$ cat config.mk
export PLATFORM = sky130hd
export DESIGN_NAME = pwt_top
export DESIGN_NICKNAME = d
export VERILOG_FILES = /design/src/pwt_pkg.sv /design/src/pwt_top.sv
export VERILOG_INCLUDE_DIRS = /design/src
export SDC_FILE = /design/constraint.sdc
export NUM_CORES = 1
export LEC_CHECK = 0
export BUFFER_PORTS_ARGS = -buffer_cell sky130_fd_sc_hd__buf_2
export CAP_MARGIN = 20
export CORE_UTILIZATION = 50
export CTS_CLUSTER_DIAMETER = 100
export CTS_CLUSTER_SIZE = 24
export DETAILED_ROUTE_END_ITERATION = 10
export PLACE_DENSITY = 0.83
export SYNTH_ARGS = -nofsm -noshare
export SYNTH_HDL_FRONTEND = slang
export SYNTH_SLANG_ARGS = --single-unit
export TNS_END_PERCENT = 5
$ cat constraint.sdc
create_clock -name CLK_I -period 7.6 [get_ports CLK_I]
set_input_delay 0.76 -clock CLK_I [delete_from_list [all_inputs] [get_ports CLK_I]]
set_output_delay 0.76 -clock CLK_I [all_outputs]
set_load 0.02 [all_outputs]
$ cat src/pwt_regs.svh
// register map, field positions and constants of the protected watchdog timer
//------------------------------------------------------------------------------
// Operation
// - in protect mode the counter is clocked by the dedicated 125 kHz oscillator only.
// - in protect mode one period is the selected reload count plus one over the oscillator rate.
// - bit 7 of the protect control register set to 1 enables protect mode, 0 leaves it off.
// - a protect-at-reset option bit of 0 makes the protect enable bit read 1 after reset.
// - reload option bits 1-0 pick the start value 03FFh, 0FFFh, 1FFFh or 3FFFh.
// - duty option bits 3-2 pick a refresh window of 25, 50, 75 or 100 percent.
// - a refresh happens only when 00h and then FFh are written to the refresh register.
// - a refresh reloads the counter with the start value picked by the reload option.
// - start option bit 0 at 0 starts counting after reset, at 1 keeps the timer stopped.
// - any write to the start register starts a stopped counter.
// - with protect mode off the count view returns counter bits 10 down to 5.
// - with protect mode on the six-bit count view slice follows the reload option.
// - an underflow sets the detect flag in bit 3 of the detect control register.
//------------------------------------------------------------------------------
`ifndef PWT_REGS_SVH
`define PWT_REGS_SVH

// register indices; byte address is four times the index
`define PWT_IDX_DETECT_CTRL 20'h0002C
`define PWT_IDX_PROTECT_CTRL 20'h0037C
`define PWT_IDX_REFRESH 20'h0037D
`define PWT_IDX_START 20'h0037E
`define PWT_IDX_COUNT_VIEW 20'h0037F
`define PWT_IDX_OPT_START 20'h0FFFF
`define PWT_IDX_OPT_RELOAD 20'hFFFDB
`define PWT_IDX_IRQ_STATUS 20'h00380
`define PWT_IDX_IRQ_MASK 20'h00381

// field positions
`define PWT_BIT_DETECT_FLAG 3
`define PWT_BIT_PROTECT_EN 7
`define PWT_BIT_AUTO_START 0
`define PWT_BIT_PROTECT_AT_RESET 7
`define PWT_LSB_RELOAD_SEL 0
`define PWT_LSB_DUTY_SEL 2
`define PWT_BIT_IRQ_UNDERFLOW 0

// reload start values
`define PWT_RELOAD_0 15'h03FF
`define PWT_RELOAD_1 15'h0FFF
`define PWT_RELOAD_2 15'h1FFF
`define PWT_RELOAD_3 15'h3FFF

// refresh key bytes
`define PWT_KEY_FIRST 8'h00
`define PWT_KEY_SECOND 8'hFF

// reset values
`define PWT_RST_BYTE 8'h00
`define PWT_RST_COUNT 15'h0000

// dedicated oscillator rate and system clock rate in kHz
`define PWT_OSC_KHZ 125
`define PWT_CLK_KHZ 20000

`endif

$ cat src/pwt_pkg.sv
// types shared by the protected watchdog timer
package pwt_pkg;

    // option bytes as captured after reset
    typedef struct packed {
        logic [7:0] start_sel;
        logic [7:0] reload_duty;
    } pwt_opt_t;

    // refresh key sequence
    typedef enum logic [0:0] {
        PWT_KEY_IDLE,
        PWT_KEY_ARMED
    } pwt_key_t;

endpackage : pwt_pkg

$ cat src/pwt_top.sv
// protected watchdog timer with apb register access
`timescale 1ns/10ps
`include "pwt_regs.svh"

module pwt_top
    import pwt_pkg::*;
(
    // clock and reset
    input wire logic CLK_I,
    input wire logic ARST_N_I,
    // apb slave
    input wire logic PSEL_I,
    input wire logic PENABLE_I,
    input wire logic PWRITE_I,
    input wire logic [21:0] PADDR_I,
    input wire logic [31:0] PWDATA_I,
    output logic [31:0] PRDATA_O,
    output logic PREADY_O,
    output logic PSLVERR_O,
    // dedicated low oscillator and option bytes
    input wire logic WDT_OSC_I,
    input wire logic [7:0] OPT_START_SELECT_I,
    input wire logic [7:0] OPT_RELOAD_DUTY_I,
    // status
    output logic UNDERFLOW_O,
    output logic RUNNING_O,
    output logic IRQ_O
);

    //--------------------------------------------------------------------------
    // functions
    //--------------------------------------------------------------------------
    function automatic logic [14:0] reload_value(input logic [1:0] sel);
        logic [14:0] v;
        v = `PWT_RELOAD_3;
        unique case (sel)
            2'b00: v = `PWT_RELOAD_0;
            2'b01: v = `PWT_RELOAD_1;
            2'b10: v = `PWT_RELOAD_2;
            2'b11: v = `PWT_RELOAD_3;
        endcase
        return v;
    endfunction

    function automatic logic is_reg(input logic [21:0] addr, input logic [19:0] idx);
        return addr[21:2] == idx && addr[1:0] == 2'b00;
    endfunction

    //--------------------------------------------------------------------------
    // input synchronisers
    //--------------------------------------------------------------------------
    logic [2:0] osc_sync;
    logic [7:0] opt_start_meta;
    logic [7:0] opt_start_sync;
    logic [7:0] opt_reload_meta;
    logic [7:0] opt_reload_sync;

    // osc_sync[0] feeds only osc_sync[1]; the edge is seen on [2:1]
    always_ff @(posedge CLK_I or negedge ARST_N_I) begin
        if (!ARST_N_I) begin
            osc_sync <= 3'h0;
        end else begin
            osc_sync <= {osc_sync[1:0], WDT_OSC_I};
        end
    end

    always_ff @(posedge CLK_I or negedge ARST_N_I) begin
        if (!ARST_N_I) begin
            opt_start_meta <= `PWT_RST_BYTE;
            opt_start_sync <= `PWT_RST_BYTE;
            opt_reload_meta <= `PWT_RST_BYTE;
            opt_reload_sync <= `PWT_RST_BYTE;
        end else begin
            opt_start_meta <= OPT_START_SELECT_I;
            opt_start_sync <= opt_start_meta;
            opt_reload_meta <= OPT_RELOAD_DUTY_I;
            opt_reload_sync <= opt_reload_meta;
        end
    end

    //--------------------------------------------------------------------------
    // option capture after reset release
    //--------------------------------------------------------------------------
    // options are latched once, after the synchronisers have filled
    logic [1:0] boot_cnt;
    logic opt_load;
    pwt_opt_t opt;

    always_ff @(posedge CLK_I or negedge ARST_N_I) begin
        if (!ARST_N_I) begin
            boot_cnt <= 2'h0;
        end else if (boot_cnt != 2'h3) begin
            boot_cnt <= boot_cnt + 2'h1;
        end
    end

    assign opt_load = boot_cnt == 2'h2;

    // a stray zero in bits 7-4 of the reload byte is kept as given
    // upper option bits as supplied
    always_ff @(posedge CLK_I or negedge ARST_N_I) begin
        if (!ARST_N_I) begin
            opt <= '0;
        end else if (opt_load) begin
            opt <= {opt_start_sync, opt_reload_sync};
        end
    end

    logic [1:0] reload_sel;
    logic [1:0] duty_sel;
    logic [14:0] reload;
    assign reload_sel = opt.reload_duty[`PWT_LSB_RELOAD_SEL +: 2];
    assign duty_sel = opt.reload_duty[`PWT_LSB_DUTY_SEL +: 2];
    assign reload = reload_value(reload_sel);

    //--------------------------------------------------------------------------
    // apb slave
    //--------------------------------------------------------------------------
    // no wait state: decode in setup, answer in the first access cycle, so outputs stay flops
    logic setup;
    logic done;
    logic wr_done;
    logic rd_done;
    logic mapped;
    logic [31:0] next_rdata;
    logic [7:0] wbyte;

    assign setup = PSEL_I && !PENABLE_I;
    assign done = PSEL_I && PENABLE_I && PREADY_O;
    assign wr_done = done && PWRITE_I && !PSLVERR_O;
    assign rd_done = done && !PWRITE_I && !PSLVERR_O;
    assign wbyte = PWDATA_I[7:0];

    logic protect_en;
    logic detect_flag;
    logic [7:0] irq_status;
    logic [7:0] irq_mask;
    logic [14:0] counter;
    logic [5:0] view;

    assign mapped = is_reg(PADDR_I, `PWT_IDX_DETECT_CTRL)
        || is_reg(PADDR_I, `PWT_IDX_PROTECT_CTRL)
        || is_reg(PADDR_I, `PWT_IDX_REFRESH)
        || is_reg(PADDR_I, `PWT_IDX_START)
        || is_reg(PADDR_I, `PWT_IDX_COUNT_VIEW)
        || is_reg(PADDR_I, `PWT_IDX_OPT_START)
        || is_reg(PADDR_I, `PWT_IDX_OPT_RELOAD)
        || is_reg(PADDR_I, `PWT_IDX_IRQ_STATUS)
        || is_reg(PADDR_I, `PWT_IDX_IRQ_MASK);

    always_comb begin
        next_rdata = 32'h0000_0000;
        if (is_reg(PADDR_I, `PWT_IDX_DETECT_CTRL)) begin
            next_rdata[`PWT_BIT_DETECT_FLAG] = detect_flag;
        end else if (is_reg(PADDR_I, `PWT_IDX_PROTECT_CTRL)) begin
            next_rdata[`PWT_BIT_PROTECT_EN] = protect_en;
        end else if (is_reg(PADDR_I, `PWT_IDX_COUNT_VIEW)) begin
            next_rdata[5:0] = view;
        end else if (is_reg(PADDR_I, `PWT_IDX_OPT_START)) begin
            next_rdata[7:0] = opt.start_sel;
        end else if (is_reg(PADDR_I, `PWT_IDX_OPT_RELOAD)) begin
            next_rdata[7:0] = opt.reload_duty;
        end else if (is_reg(PADDR_I, `PWT_IDX_IRQ_STATUS)) begin
            next_rdata[7:0] = irq_status;
        end else if (is_reg(PADDR_I, `PWT_IDX_IRQ_MASK)) begin
            next_rdata[7:0] = irq_mask;
        end
    end

    always_ff @(posedge CLK_I or negedge ARST_N_I) begin
        if (!ARST_N_I) begin
            PREADY_O <= 1'b0;
            PSLVERR_O <= 1'b0;
            PRDATA_O <= 32'h0000_0000;
        end else if (setup) begin
            PREADY_O <= 1'b1;
            PSLVERR_O <= !mapped;
            PRDATA_O <= PWRITE_I ? 32'h0000_0000 : next_rdata;
        end else begin
            PREADY_O <= 1'b0;
            PSLVERR_O <= 1'b0;
        end
    end

    //--------------------------------------------------------------------------
    // protect mode control
    //--------------------------------------------------------------------------
    always_ff @(posedge CLK_I or negedge ARST_N_I) begin
        if (!ARST_N_I) begin
            protect_en <= 1'b0;
        end else if (opt_load && !opt_start_sync[`PWT_BIT_PROTECT_AT_RESET]) begin
            protect_en <= 1'b1;
        end else if (wr_done && is_reg(PADDR_I, `PWT_IDX_PROTECT_CTRL)) begin
            protect_en <= wbyte[`PWT_BIT_PROTECT_EN];
        end
    end

    //--------------------------------------------------------------------------
    // count source
    //--------------------------------------------------------------------------
    // the slow oscillator is sampled, so it must stay well under half CLK_I
    logic tick;
    assign tick = protect_en ? (osc_sync[1] && !osc_sync[2]) : 1'b1;

    //--------------------------------------------------------------------------
    // refresh key sequence and window
    //--------------------------------------------------------------------------
    pwt_key_t key_state;
    logic refresh_wr;
    logic refresh;
    logic in_window;
    logic [14:0] window_limit;

    assign refresh_wr = wr_done && is_reg(PADDR_I, `PWT_IDX_REFRESH);

    // limit = quarter period times (duty + 1); counter below it may refresh
    assign window_limit = 15'((({1'b0, reload} + 16'h0001) >> 2) * ({14'h0000, duty_sel} + 16'h0001));
    assign in_window = (duty_sel == 2'b11) || (counter < window_limit);

    // any other byte breaks the sequence and must start over
    // two-write key
    always_ff @(posedge CLK_I or negedge ARST_N_I) begin
        if (!ARST_N_I) begin
            key_state <= PWT_KEY_IDLE;
        end else if (refresh_wr) begin
            key_state <= (wbyte == `PWT_KEY_FIRST) ? PWT_KEY_ARMED : PWT_KEY_IDLE;
        end
    end

    assign refresh = refresh_wr && key_state == PWT_KEY_ARMED
        && wbyte == `PWT_KEY_SECOND && in_window;

    //--------------------------------------------------------------------------
    // counter
    //--------------------------------------------------------------------------
    logic running;
    logic underflow;
    assign underflow = running && tick && counter == `PWT_RST_COUNT && !refresh;

    always_ff @(posedge CLK_I or negedge ARST_N_I) begin
        if (!ARST_N_I) begin
            running <= 1'b0;
        end else if (opt_load && !opt_start_sync[`PWT_BIT_AUTO_START]) begin
            running <= 1'b1;
        end else if (wr_done && is_reg(PADDR_I, `PWT_IDX_START)) begin
            running <= 1'b1;
        end
    end

    always_ff @(posedge CLK_I or negedge ARST_N_I) begin
        if (!ARST_N_I) begin
            counter <= `PWT_RST_COUNT;
        end else if (opt_load) begin
            counter <= reload_value(opt_reload_sync[`PWT_LSB_RELOAD_SEL +: 2]);
        end else if (refresh) begin
            counter <= reload;
        end else if (running && tick) begin
            // one step per source tick, period is reload plus one over source rate
            // count down and wrap on underflow
            counter <= (counter == `PWT_RST_COUNT) ? reload : counter - 15'h0001;
        end
    end

    //--------------------------------------------------------------------------
    // count view
    //--------------------------------------------------------------------------
    always_comb begin
        view = counter[10:5];
        if (protect_en) begin
            unique case (reload_sel)
                2'b00: view = counter[5:0];
                2'b01: view = counter[8:3];
                2'b10: view = counter[9:4];
                2'b11: view = counter[10:5];
            endcase
        end
    end

    //--------------------------------------------------------------------------
    // detect flag and interrupt
    //--------------------------------------------------------------------------
    // software clears the flag by writing 0; a same-cycle underflow wins
    always_ff @(posedge CLK_I or negedge ARST_N_I) begin
        if (!ARST_N_I) begin
            detect_flag <= 1'b0;
        end else if (underflow) begin
            detect_flag <= 1'b1;
        end else if (wr_done && is_reg(PADDR_I, `PWT_IDX_DETECT_CTRL)
                && !wbyte[`PWT_BIT_DETECT_FLAG]) begin
            detect_flag <= 1'b0;
        end
    end

    // read clears only the bits returned, so a new event is never lost
    always_ff @(posedge CLK_I or negedge ARST_N_I) begin
        if (!ARST_N_I) begin
            irq_status <= `PWT_RST_BYTE;
        end else begin
            irq_status <= (rd_done && is_reg(PADDR_I, `PWT_IDX_IRQ_STATUS)
                ? irq_status & ~PRDATA_O[7:0] : irq_status)
                | {7'h00, underflow};
        end
    end

    always_ff @(posedge CLK_I or negedge ARST_N_I) begin
        if (!ARST_N_I) begin
            irq_mask <= `PWT_RST_BYTE;
        end else if (wr_done && is_reg(PADDR_I, `PWT_IDX_IRQ_MASK)) begin
            irq_mask <= wbyte;
        end
    end

    //--------------------------------------------------------------------------
    // outputs
    //--------------------------------------------------------------------------
    always_ff @(posedge CLK_I or negedge ARST_N_I) begin
        if (!ARST_N_I) begin
            UNDERFLOW_O <= 1'b0;
            RUNNING_O <= 1'b0;
            IRQ_O <= 1'b0;
        end else begin
            UNDERFLOW_O <= underflow;
            RUNNING_O <= running;
            IRQ_O <= |(irq_status & irq_mask);
        end
    end

endmodule // pwt_top

Yosys cells after proc, flatten, opt, wreduce, memory -nomap -nowiden

Cells that the tools add are included.

Bits in registers: 125
Output and inout port bits: 37
Bits of input ports: 76
Word-level logic and storage cells: 141

Add/subtract/negate cells: 4
Equality and inequality tests: 19
Multipliers: 1
Reduce and logical (&&, ||, !) cells: 60
Bitwise operators: 4
Order comparisons: 1
Mux-type cells: 31

Operators with widths:

| kind                  | number |
|---|---|
| $eq 20x10->1 const B  | 6 |
| $pmux 15 s4           | 2 |
| $mux 15               | 4 |
| $mux 8                | 6 |
| $logic_and 1x1->1     | 32 |
| $pmux 6 s4            | 1 |
| $eq 20x16->1 const B  | 1 |
| $eq 20x20->1 const B  | 1 |
| $eq 20x6->1 const B   | 1 |
| $add 15x1->16 const B | 1 |
| $and 8x8->8           | 2 |
| $logic_not 15->1      | 1 |
| $lt 15x15->1          | 1 |
| $mul 14x3->15         | 1 |
| $sub 15x1->15 const B | 1 |
| $eq 2x2->1 const B    | 6 |
| $mux 1                | 12 |
| $mux 6                | 2 |
| $logic_not 1->1       | 9 |
| $logic_or 1x1->1      | 9 |
| $eq 8x8->1 const B    | 1 |
| $logic_not 8->1       | 1 |
| $not 8->8             | 1 |
| $or 8x1->8            | 1 |
| 12 further kinds      | 17 |

Logic depth before layout (Yosys ltp)

Word-level depth: 12
Gate-level depth with buffers: 17
Gate-level depth less buffers: 14

Worst setup path before layout

No wires, ideal clock.

Path type: reg2reg
Start: reg opt, in the netlist duty_sel[0]
End: reg counter[5]
Cell stages (with the launch flop): 16
Library setup time: 0.156 ns
Arrival time: 3.499 ns
Period minus slack after synthesis: 3.655 ns
Slack: 3.945 ns
Cell sequence: dfrtp_1 -> ha_1 -> and3b_1 -> fa_1 -> ha_1 -> a21o_1 -> a21oi_1 -> xnor2_1 -> ha_1 -> o21a_1 -> nor2_1 -> a211oi_1 -> nor2_1 -> nor2_1 -> clkbuf_1 -> o311ai_0

Longest elaborated chain between the ends: 7
Elaborated cells between the ends (all ways): 9

RTL lines:

| element                  | line           | text |
|---|---|---|
| start: declaration       | pwt_top.sv:87  | `pwt_opt_t opt;` |
| start signal: assignment | pwt_top.sv:105 | `opt <= {opt_start_sync, opt_reload_sync};` |
| $add 2x1->3              | pwt_top.sv:217 | `assign window_limit = 15'((({1'b0, reload} + 16'h0001) >> 2) * ({14'h0000, duty_sel} + 16'h0001));` |
| $mul 14x3->15            | pwt_top.sv:217 |  |
| $lt 15x15->1             | pwt_top.sv:218 | `assign in_window = (duty_sel == 2'b11) \|\| (counter < window_limit);` |
| $logic_or 1x1->1 (*)     | pwt_top.sv:218 |  |
| $logic_and 1x1->1 (*)    | pwt_top.sv:230 | `assign refresh = refresh_wr && key_state == PWT_KEY_ARMED` |
| $mux 15                  | pwt_top.sv:255 | `end else if (refresh) begin` |
| $mux 15                  | pwt_top.sv:253 | `end else if (opt_load) begin` |
| end signal: assignment   | pwt_top.sv:252 | `` counter <= `PWT_RST_COUNT; `` |
| end signal: assignment   | pwt_top.sv:254 | `` counter <= reload_value(opt_reload_sync[`PWT_LSB_RELOAD_SEL +: 2]); `` |
| end signal: assignment   | pwt_top.sv:256 | `counter <= reload;` |
| end: declaration         | pwt_top.sv:138 | `logic [14:0] counter;` |

Mark *: on every way between the ends. The rest lies on a longest branch, timed or not.
A chain may end at the register's enable or synchronous reset.

Worst setup path after layout

Start: reg opt[0] (netlist bit)
End: reg counter[5]

Longest elaborated chain between the ends: 9
Elaborated cells between the ends (all ways): 13

RTL lines:

| element                            | line           | text |
|---|---|---|
| $eq 2x2->1 (tied with other cells) | pwt_top.sv:36  | `unique case (sel)` |
| $pmux 15 s4 (*)                    | pwt_top.sv:36  |  |
| $add 15x1->16 (*)                  | pwt_top.sv:217 |  |
| $mul 14x3->15 (*)                  | pwt_top.sv:217 |  |
| $lt 15x15->1 (*)                   | pwt_top.sv:218 |  |
| $logic_or 1x1->1 (*)               | pwt_top.sv:218 |  |
| $logic_and 1x1->1 (*)              | pwt_top.sv:230 |  |
| $mux 15                            | pwt_top.sv:255 |  |
| $mux 15                            | pwt_top.sv:253 |  |

Mark *: on every way between the ends. The rest lies on a longest branch, timed or not. The select of a mux whose other input is x is not followed.

==> summary.txt <==
CTS
  • Post-cts hold buffer count: 0
  • Post CTS Setup Buffer Count: 0
  • CTS sink count: 101
  • CTS H-tree depth: 3
  • Worst-path clk slew: 0.10 ns
  • Num CTS Buffers: 9
  • Root buffer cell: clkbuf_8
  • Clock Latency Late Sink: 0.36 ns
  • Post-CTS sizing: 0
  • Clk buf depth: 2
  • CTS tree: done

Detailed routing
  • Routed len/inst: 16.4 µm
  • Via density: 5.95
  • Routed Antenna Nets: 0
  • Starting DRC count in detailed routing: 356
  • Via count: 3978
  • Drt pass-1 iters: 5
  • Routed WL: 11000 µm
  • DRC Markers: 0

Global route
  • First-pass GRT wire length: 18200 µm
  • Initial antenna violation count: 0
  • GR Overflow Total: 0
  • GRT Overall Usage: 22.0%
  • Number of global-route vias before repair: 3812
  • Largest net degree at the start of global routing: 77

Worst setup path
  • WP data arrival: 4.75 ns
  • Worst path most repeated cell: nor2_1
  • Critical path's slowest cell: dfrtp_1
  • Worst path max stage delay: 0.91 ns
  • Startpoint class of the critical path: flip-flop
  • Max Fanout on Critical Path: 28
  • WS Path Type: reg2reg
  • Crit path cell chain: nand2_1 > nor2_1 > fa_1 > ha_1 > a21o_1 > a21oi_1 > xnor2_1 > ha_1 > o21a_1 > nor2_1 > a211oi_1 > nor2_1 > nor2_1 > o311ai_0
  • Worst Path Buf+Inv: 0
  • CP required: 7.78 ns
  • Top delay family on crit path: compound AO/OA/AOI/OAI gates
  • Crit. End Element: flip-flop

STA
  • RSZ-0062 raised after global routing: no
  • Fin crit share: 60.2%
  • TNS Setup: 0 ns
  • Max transition margin: 31.5%
  • Period minus WS final: 4.57 ns
  • F_max: 219 MHz
  • Worst-margin pin slew: 1.03 ns
  • Endpoints failing setup: 0
  • Endpoints failing hold: 0
  • Final setup margin: 3.03 ns
  • Clk_skew: 0.00948 ns
  • Pins over their slew limit: 0

Power
  • Overall power: 1.08 mW
  • Power per cell area: 191 nW/µm²
  • Static Leak: 2.47 nW
  • Peak supply drop: 0.149 mV

Logic synthesis
  • Synth Flop Type: dfrtp_1
  • YS warnings: 0
  • Asr flop ratio synth: 100%
  • Syn Inst Count: 474
  • Leading post-synthesis cells by cell area: dfrtp_1 (49%), mux2_2 (5.9%), ha_1 (3.9%)
  • Cell variety after synth: 63
  • #FFs+latches synth: 101
  • Synth top area share: 49.2%
  • Sequential share of the synthesized area: 49.2%
  • Mean post-synth cell area: 10.8 µm²
  • Top cell type by total area after synthesis: dfrtp_1
  • Synth Cell Area: 5140 µm²
  • Post-synth EDFFs: 0

Final layout
  • Fraction of layout cells with a size suffix above 1: 22.6%
  • Nets: 625
  • Layout area overhead: 9.45%
  • Design Area, Final: 5620 µm²
  • Commonest non-fill, non-tap cell in the layout: dfrtp_1
  • Commonest cells after routing, fill and taps aside: dfrtp_1 (101), buf_2 (65), nand2_1 (35)
  • Ant. Diodes: 0

Placed design
  • Placement Cell Area: 5430 µm²
  • GPL Wtd Cong: 0.932
  • Post-DP HPWL: 8160 µm
  • Port-buffer cells: 64
  • Placement Setup Slack: 3.05 ns

Floorplanning
  • Die ar.: 10700 µm²
  • Core area: 9860 µm²
  • Initial Util: 52.1%
  • Die Height: 103 µm
  • Site Rows: 36
  • Chip width: 103 µm
  • # IOs: 113

Job
  • Max_cap viols: 0

Worst hold path
  • Min-Delay Path Class: in2async

Status
  • Status: finished, final reports clean
through the flow:
step           hold WS (ns)  util (%)  std cells
5_1_grt               0.306      57.0        669
3_3_place_gp          0.333      55.0        651
4_1_cts               0.299      57.0        668
6_report              0.298      57.0        669
3_5_place_dp          0.335      55.0        652
2_1_floorplan         0.331         -        497
report_power, final:
group          internal, mW  leakage, nW  total [mW]  switching, mW
sequential            0.567         1.21       0.611         0.0439
clock                 0.128       0.0964       0.324          0.196
combinational        0.0611         1.16       0.141         0.0801
flip-flops by register name, indices dropped and copies added, names as in the netlist, 3 cells and up:
signal and count:
osc_sync 3, opt 14, irq_mask 8, opt_reload_meta 8
PRDATA_O 8, irq_status 8, opt_start_sync 8, opt_start_meta 8
counter 15, opt_reload_sync 8
logic make-up (layout without fill, tap and decap cells):
group / Yosys count / in the layout / share of synthesized area [%]
AND/OR/NAND/NOR: 143 / 143 / 15.6
other: 1 / 24 / 0.0730
multiplexers: 31 / 31 / 6.70
AO/OA/AOI/OAI: 111 / 111 / 15.3
adder cells (fa/ha/maj): 18 / 18 / 4.67
XOR/XNOR: 8 / 8 / 1.36
buffers and inverters: 61 / 100 / 7.09
flip-flops: 101 / 101 / 49.2
area by class of cell:
class	count	area (µm²)
sequential	101	2530
clock buffer	9	124
clock inverter	7	68.8
timing repair buffer	67	340
multi-input combinational	335	2330
fill	812	4240
inverter	17	63.8
tap	133	166
routing by layer:
layer / GRT usage, % / vias up / routed length, µm
met5: 0 / - / 0
met4: 7.15 / 0 / 165
met3: 3.56 / 23 / 633
met2: 35.7 / 171 / 5330
met1: 30.5 / 1949 / 4860
li1: - / 1835 / -
synthesized netlist by cell type, drive strengths merged (11+ instances only):
library cell and instances:
a21oi 16, nand2 35, inv 16, mux2 27, ha 16, nor4 12
clkbuf 17, buf 27, o21ai 20, nand4 11, nor3 14, dfrtp 101
nor2 22
worst paths after layout:
check                      slack [ns]                 to  depth (start not counted)              start
min in group CLK_I               0.35  opt_start_sync[7]                          0  opt_start_meta[7]
hold / removal                   0.30          PSLVERR_O                          1           ARST_N_I
max in group asynchronous        6.09      irq_status[2]                          2           ARST_N_I
hold reg to reg                  0.35  opt_start_sync[7]                          0  opt_start_meta[7]
setup / recovery                 3.03         counter[5]                         14             opt[0]
setup reg to reg                 3.03         counter[5]                         14             opt[0]
(Power assumes the default switching activity.)
